==> config.mk <==
export PLATFORM = sky130hd
export DESIGN_NAME = status_indicator_controller
export DESIGN_NICKNAME = d
export VERILOG_FILES = /design/src/core/lamp_pkg.sv /design/src/core/status_indicator_controller.sv /design/src/core/blink_prescaler.sv
export SDC_FILE = /design/constraint.sdc
export NUM_CORES = 1
export LEC_CHECK = 0
export BUFFER_PORTS_ARGS = -buffer_cell sky130_fd_sc_hd__buf_2
export CAP_MARGIN = 20
export CORE_MARGIN = 2
export CORE_UTILIZATION = 64
export DETAILED_ROUTE_END_ITERATION = 7
export PLACE_DENSITY = 0.84
export SLEW_MARGIN = 25
export SYNTH_ARGS = -nofsm -noshare
export SYNTH_HDL_FRONTEND = slang
export SYNTH_SLANG_ARGS = --single-unit
export TNS_END_PERCENT = 20
==> constraint.sdc <==
create_clock -name core_clk -period 3.3 [get_ports core_clk]
set_clock_uncertainty 0.15 [all_clocks]
set_input_delay 0 -clock core_clk [delete_from_list [all_inputs] [get_ports core_clk]]
set_output_delay 0 -clock core_clk [all_outputs]
set_load 0.02 [all_outputs]
==> src/core/lamp_pkg.sv <==
// constants and types for the status indicator controller
// assumes a single 40 MHz core clock
`default_nettype none
package lamp_pkg;
  localparam int unsigned CLK_HZ          = 40_000_000;
  localparam int unsigned FAST_HALF_MS    = 250;
  localparam int unsigned SLOW_HALF_MS    = 500;
  localparam int unsigned FAST_HALF_CYC   = CLK_HZ / 1000 * FAST_HALF_MS;
  localparam int unsigned SLOW_HALF_CYC   = CLK_HZ / 1000 * SLOW_HALF_MS;
  localparam int unsigned RESTART_PULSE   = 1;

  typedef enum logic [3:0] {
    ST_IDLE,
    ST_EMULATE,
    ST_FLASH,
    ST_FW_UPDATE,
    ST_SUPPLY_FAULT,
    ST_DRIVER_FAIL,
    ST_CMD_ERROR,
    ST_LINK_ERROR,
    ST_FW_CORRUPT,
    ST_BROKEN
  } ind_state_t;
endpackage : lamp_pkg
`default_nettype wire

==> src/core/status_indicator_controller.sv <==
// status indicator controller: power and busy lamps follow the adapter state
// assumes state inputs come from logic on core_clk; lamp outputs high = lit
//
// Function
// - Idle waiting for a host command shows power on, busy off.
// - Emulation running shows both lamps steadily on.
// - Flash writing shows both lamps steadily on.
// - Firmware update blinks power at 0.25 s, keeps busy on, then requests a restart.
// - Supply reference out of range keeps power on and blinks busy at 0.5 s.
// - Driver recognition failure blinks both lamps together at 0.5 s.
// - Command error blinks power at 0.5 s with busy off.
// - Target link error blinks both at 0.5 s with busy in antiphase.
// - Corrupt firmware blinks both lamps at 0.25 s.
// - Self-detected hardware failure turns both lamps off.
`default_nettype none
module status_indicator_controller
  import lamp_pkg::*;
#(
  parameter int unsigned FAST_CYC = FAST_HALF_CYC,
  parameter int unsigned SLOW_CYC = SLOW_HALF_CYC
) (
  input  wire logic  core_clk,
  input  wire logic  rst_n,
  input  wire logic  emulating,
  input  wire logic  flash_writing,
  input  wire logic  fw_updating,
  input  wire logic  fw_update_done,
  input  wire logic  supply_fault,
  input  wire logic  driver_fail,
  input  wire logic  cmd_error,
  input  wire logic  link_error,
  input  wire logic  fw_corrupt,
  input  wire logic  hw_broken,
  output logic       power_lamp,
  output logic       busy_lamp,
  output logic       restart_req,
  output ind_state_t cur_state
);
  if (FAST_CYC < 2)
  begin : g_bad_fast
    $error("status_indicator_controller: FAST_CYC must be at least 2");
  end

  if (SLOW_CYC < 2)
  begin : g_bad_slow
    $error("status_indicator_controller: SLOW_CYC must be at least 2");
  end

  // ======================================================================
  // blink phase sources
  logic fast_ph;
  logic slow_ph;

  blink_prescaler #(.HALF_CYC(FAST_CYC)) u_fast (
    .core_clk (core_clk),
    .rst_n    (rst_n),
    .phase    (fast_ph)
  );

  blink_prescaler #(.HALF_CYC(SLOW_CYC)) u_slow (
    .core_clk (core_clk),
    .rst_n    (rst_n),
    .phase    (slow_ph)
  );

  // ======================================================================
  // state selection by fixed priority, errors first
  ind_state_t state_r;
  ind_state_t state_nxt;

  always_comb
  begin
    if (hw_broken)          state_nxt = ST_BROKEN;
    else if (fw_corrupt)    state_nxt = ST_FW_CORRUPT;
    else if (driver_fail)   state_nxt = ST_DRIVER_FAIL;
    else if (supply_fault)  state_nxt = ST_SUPPLY_FAULT;
    else if (link_error)    state_nxt = ST_LINK_ERROR;
    else if (cmd_error)     state_nxt = ST_CMD_ERROR;
    else if (fw_updating)   state_nxt = ST_FW_UPDATE;
    else if (flash_writing) state_nxt = ST_FLASH;
    else if (emulating)     state_nxt = ST_EMULATE;
    else                    state_nxt = ST_IDLE;
  end

  always_ff @(posedge core_clk or negedge rst_n)
  begin
    if (!rst_n)
    begin
      state_r <= ST_IDLE;
    end
    else
    begin
      state_r <= state_nxt;
    end
  end

  // ======================================================================
  // restart request while a firmware update completes
  logic restart_r;
  logic restart_nxt;

  always_comb
  begin
    restart_nxt = (state_r == ST_FW_UPDATE) && fw_update_done;
  end

  always_ff @(posedge core_clk or negedge rst_n)
  begin
    if (!rst_n)
    begin
      restart_r <= 1'b0;
    end
    else
    begin
      restart_r <= restart_nxt;
    end
  end

  // ======================================================================
  // lamp patterns
  typedef enum logic [2:0] {
    LM_OFF,
    LM_ON,
    LM_FAST,
    LM_SLOW,
    LM_SLOW_INV
  } lamp_mode_t;

  // one decoder for both lamps, so blinking lamps share the phase sources
  function automatic logic lamp_level(
    input lamp_mode_t mode,
    input logic       fast,
    input logic       slow
  );
    unique case (mode)
      LM_OFF:      lamp_level = 1'b0;
      LM_ON:       lamp_level = 1'b1;
      LM_FAST:     lamp_level = fast;
      LM_SLOW:     lamp_level = slow;
      LM_SLOW_INV: lamp_level = ~slow;
      default:     lamp_level = 1'b0;
    endcase
  endfunction : lamp_level

  lamp_mode_t pwr_mode;
  lamp_mode_t busy_mode;
  logic       pwr_r;
  logic       pwr_nxt;
  logic       busy_r;
  logic       busy_nxt;

  always_comb
  begin
    unique case (state_r)
      ST_IDLE:
      begin
        pwr_mode  = LM_ON;
        busy_mode = LM_OFF;
      end
      ST_EMULATE:
      begin
        pwr_mode  = LM_ON;
        busy_mode = LM_ON;
      end
      ST_FLASH:
      begin
        pwr_mode  = LM_ON;
        busy_mode = LM_ON;
      end
      ST_FW_UPDATE:
      begin
        pwr_mode  = LM_FAST;
        busy_mode = LM_ON;
      end
      ST_SUPPLY_FAULT:
      begin
        pwr_mode  = LM_ON;
        busy_mode = LM_SLOW;
      end
      ST_DRIVER_FAIL:
      begin
        pwr_mode  = LM_SLOW;
        busy_mode = LM_SLOW;
      end
      ST_CMD_ERROR:
      begin
        pwr_mode  = LM_SLOW;
        busy_mode = LM_OFF;
      end
      ST_LINK_ERROR:
      begin
        pwr_mode  = LM_SLOW;
        busy_mode = LM_SLOW_INV;
      end
      ST_FW_CORRUPT:
      begin
        pwr_mode  = LM_FAST;
        busy_mode = LM_FAST;
      end
      ST_BROKEN:
      begin
        pwr_mode  = LM_OFF;
        busy_mode = LM_OFF;
      end
      default:
      begin
        pwr_mode  = LM_OFF;
        busy_mode = LM_OFF;
      end
    endcase
    pwr_nxt  = lamp_level(pwr_mode, fast_ph, slow_ph);
    busy_nxt = lamp_level(busy_mode, fast_ph, slow_ph);
  end

  always_ff @(posedge core_clk or negedge rst_n)
  begin
    if (!rst_n)
    begin
      pwr_r  <= 1'b1;
      busy_r <= 1'b0;
    end
    else
    begin
      pwr_r  <= pwr_nxt;
      busy_r <= busy_nxt;
    end
  end

  assign power_lamp  = pwr_r;
  assign busy_lamp   = busy_r;
  assign restart_req = restart_r;
  assign cur_state   = state_r;
endmodule : status_indicator_controller
`default_nettype wire

==> src/core/blink_prescaler.sv <==
// free-running prescaler giving a toggling phase at a programmable half period
// assumes the core clock and reset of the enclosing controller
`default_nettype none
module blink_prescaler #(
  parameter int unsigned HALF_CYC = 10_000_000
) (
  input  wire logic core_clk,
  input  wire logic rst_n,
  output logic      phase
);
  localparam int unsigned CW = $clog2(HALF_CYC);

  if (HALF_CYC < 2)
  begin : g_bad_half
    $error("blink_prescaler: HALF_CYC must be at least 2");
  end

  logic [CW-1:0] cnt_r;
  logic [CW-1:0] cnt_nxt;
  logic          phase_r;
  logic          phase_nxt;

  always_comb
  begin
    cnt_nxt   = cnt_r + CW'(1);
    phase_nxt = phase_r;
    if (cnt_r == CW'(HALF_CYC - 1))
    begin
      cnt_nxt   = '0;
      phase_nxt = ~phase_r;
    end
  end

  always_ff @(posedge core_clk or negedge rst_n)
  begin
    if (!rst_n)
    begin
      cnt_r   <= '0;
      phase_r <= 1'b0;
    end
    else
    begin
      cnt_r   <= cnt_nxt;
      phase_r <= phase_nxt;
    end
  end

  assign phase = phase_r;
endmodule : blink_prescaler
`default_nettype wire

==> qor.txt <==
status -> completed
Reg power frac -> 53.0%
worst r2r src -> u_fast.cnt_r[11]
Final Cycle Share -> 62.07%
core footprint -> 4264 sq um
cells after synthesis -> 261
Avg WL per Cell -> 15.88 um
sequential element share of the synthesized area -> 52.06%
Ports -> 19
Finished Layout Cells -> 353
GPL Wtd Cong -> 0.8621
WS Path Type -> flip-flop to flip-flop
number of distinct library cells after synthesis -> 41
CTS resizes -> 0
max frequency -> 488.2 MHz
n_diodes -> 0
Least-Margin Pin Slew -> 0.8037 ns
vias in the first global route -> 2183
Sw Ratio -> 21.52%
largest net degree at the start of global routing -> 37
clock share of power -> 43.3%
syn nets -> 275
Cells after DPL -> 328
Slew Limit Fails -> 0
Final ANT Viol Nets -> 0
Critical Path AT -> 2.14 ns
CTS tree -> yes
initial core utilization -> 65.43%
First-pass DRT Iterations -> 4
r2r endpoint -> u_fast.phase
Fin. Hold Viols -> 0
post-DP HPWL -> 3742 um
first-pass GRT wire length -> 9915 um
Die H -> 70.03 um
initial antenna violation count -> 0
Detailed Route WL -> 5605 um
Total GRT Usage -> 25.79%
Slew HR -> 46.42%
yosys warns -> 0
Post-route DRC -> 0
Fin Setup TNS -> 0 ns
startpoint types -> flip-flop
via count -> 2093
Max clock buf depth -> 2
VDD IR-drop max -> 0.0003963 V
synth-to-layout area growth -> 14.71%
Port Buffer Count -> 18
crit path cell chain -> nor4_1 > nand4_1 > nor4_1 > and4_1 > xnor2_1
final period demand of the worst path -> 2.048 ns
worst setup path start -> u_fast.cnt_r[11]
Seq cells post-synth -> 58
# rows -> 24
die area -> 4904 sq um
setup violators final -> 0
area of the mapped netlist -> 2790 sq um
worst setup path end -> u_fast.phase
grt ovf -> 0
Logic pwr share -> 3.7%
FF-to-FF path depth -> 5
Crit-path slowest cell -> and4_1
CP endpoint kind -> flip-flop
layout cells sized above 1 -> 15.95%
hold crit path type -> input pin to asynchronous set/reset pin
Int Power -> 1068 uW
leakage -> 0.001438 uW
RSZ-0062 raised after global routing -> false
flop2flop setup slack -> 1.25 ns
Crit Path Max Fanout -> 13
Mean Syn Cell Area -> 10.69 sq um
drt via density -> 5.929
clock-pin slew on the worst setup and hold paths -> 0.07 ns
Sw Pwr -> 293.0 uW
pwr/cell area -> 425.3 nW/um^2
Root Buffer -> clkbuf_8
Pwr Total -> 1361 uW
Horiz. Die Dim -> 70.03 um
CTS sink cnt -> 58
# H-tree levels -> 3
number of max-cap violations -> 0
fin nets -> 310
CTS Buf Count -> 9
clock latency on the worst-skew pair -> 0.33 ns
most used cell, CP -> nor4_1
max incr delay on CP -> 0.55 ns
CP Data Required Time -> 3.39 ns
Starting DRT DRC Count -> 99
-- logic make-up (layout without fill, tap and decap cells) --
kind of cell / Yosys count / after routing / share of synthesized area [%]
xor+xnor: 43 / 43 / 13.50
compound gates: 18 / 18 / 3.856
buf+inv: 12 / 52 / 1.973
fa+ha+maj: 2 / 2 / 0.8967
simple gates: 128 / 128 / 27.71
flops: 58 / 58 / 52.06
-- cell usage in the layout, fill, tap and decap left out, types with 2 or more instances in the layout --
| cell | count |
|---|---|
| a21oi_1 | 7 |
| nand3_1 | 15 |
| nand4b_1 | 2 |
| dfrtp_1 | 57 |
| nor4_4 | 2 |
| dlygate4sd3_1 | 9 |
| inv_1 | 8 |
| clkbuf_8 | 12 |
| nor4b_1 | 2 |
| nor4bb_1 | 2 |
| nor4_1 | 5 |
| nor2_1 | 35 |
| clkbuf_1 | 2 |
| nand4_1 | 11 |
| and4_1 | 5 |
| ha_1 | 2 |
| nor3_1 | 8 |
| nor2_2 | 2 |
| nand4_4 | 2 |
| nor2b_1 | 2 |
| a31oi_1 | 2 |
| nor3_2 | 2 |
| and2_1 | 3 |
| xor2_1 | 15 |
| o21bai_1 | 2 |
| xnor2_1 | 28 |
| nand2_1 | 16 |
| clkinv_2 | 2 |
| o21ai_0 | 3 |
| and3_1 | 7 |
| buf_2 | 18 |
-- per-layer routing --
layer	part of all wire (%)	vias to the layer above	GRT usage, %
met4	1.6	0	10.90
met2	49	63	42.12
met3	4.3	12	5.339
met5	0	-	0
met1	45	1031	33.66
li1	-	987	-
-- worst max-delay path: cells and delay by family (launching register included) --
kind,cells,cell delay [ns]
xor+xnor,1,0.18
simple gates,4,1.21
flops,1,0.43
-- worst min path at each step --
stage                        to  slack [ns]
3_3_place_gp    u_slow.cnt_r[9]       -0.03
3_5_place_dp   u_slow.cnt_r[15]       -0.02
6_report       u_slow.cnt_r[15]        0.14
4_1_cts        u_slow.cnt_r[15]        0.17
2_1_floorplan         busy_lamp       -0.45
5_1_grt        u_slow.cnt_r[15]        0.21
-- cell usage after synthesis --
| library cell | n | share of area [%] |
|---|---|---|
| nor4bb_1 | 2 | 0.72 |
| a21oi_1 | 7 | 1.3 |
| a311oi_1 | 1 | 0.31 |
| or3_4 | 1 | 0.40 |
| nand2_1 | 16 | 2.2 |
| nand3_1 | 15 | 2.7 |
| a31oi_1 | 2 | 0.45 |
| nand4_1 | 11 | 2.5 |
| o21ai_0 | 3 | 0.54 |
| buf_4 | 2 | 0.54 |
| nor2b_1 | 2 | 0.45 |
| inv_1 | 8 | 1.1 |
| and3_1 | 7 | 1.6 |
| nor2_2 | 2 | 0.45 |
| xnor2_1 | 28 | 8.8 |
| and4_1 | 5 | 1.6 |
| a21o_1 | 1 | 0.27 |
| and3_2 | 1 | 0.27 |
| nor3_1 | 8 | 1.4 |
| and2_1 | 3 | 0.67 |
| nand3_2 | 1 | 0.36 |
| nor4_4 | 2 | 1.5 |
| nor2_1 | 35 | 4.7 |
| o22ai_1 | 1 | 0.22 |
| dfstp_2 | 1 | 0.94 |
| nor3_2 | 2 | 0.72 |
| dfrtp_1 | 57 | 51 |
| nand4b_1 | 2 | 0.63 |
| nor4b_1 | 2 | 0.63 |
| clkbuf_2 | 1 | 0.18 |
| o21bai_1 | 2 | 0.54 |
| nand4bb_1 | 1 | 0.40 |
| a211oi_1 | 1 | 0.27 |
| nand4_4 | 2 | 1.5 |
| buf_2 | 1 | 0.18 |
| nor4_1 | 5 | 1.1 |
| nand3_4 | 1 | 0.63 |
| xor2_1 | 15 | 4.7 |
| ha_1 | 2 | 0.90 |
| and4_4 | 1 | 0.40 |
| or2_2 | 1 | 0.22 |
-- layout make-up --
type	instances	area, sq um
Sequential cell	58	1453
Multi-Input combinational cell	191	1282
Fill cell	288	1064
Timing Repair Buffer	28	187.7
Clock buffer	14	172.7
Tap cell	52	65.06
Inverter	8	30.03
Clock inverter	2	10.01
-- registers in the layout, indices dropped and copies added, names as in the netlist --
name and cells:
u_slow.cnt_r 25, u_fast.cnt_r 24, cur_state 4, busy_lamp 1
power_lamp 1, restart_req 1, u_fast.phase 1, u_slow.phase 1
-- power by group through the flow --
stage,sequential (uW),clock [uW],combinational (uW)
final,721,590,50.9
after global routing,721,630,57.1
after CTS,721,597,51.1
after detailed placement,733,0,43.6
after global placement,733,0,42.2
after floorplan,738,0,8.93
-- repair_timing --
action | 4_1_cts | 5_1_grt
hold endpoints to repair | 40 | 0
setup buffers | 0 | 0
hold buffers | 9 | 0
-- through the flow --
step	utilization (%)	area (sq um)	setup WS [ns]	hold WS (ns)
final	75.06	3201	1.252	0.1433
after CTS	75.06	3201	1.268	0.1716
after floorplan	-	2790	1.636	-0.4456
after global routing	75.06	3201	1.039	0.2132
after detailed placement	68.66	2928	1.267	-0.01666
after global placement	68.66	2928	1.377	-0.02660
No activity file was read; power rests on OpenSTA's default activity.
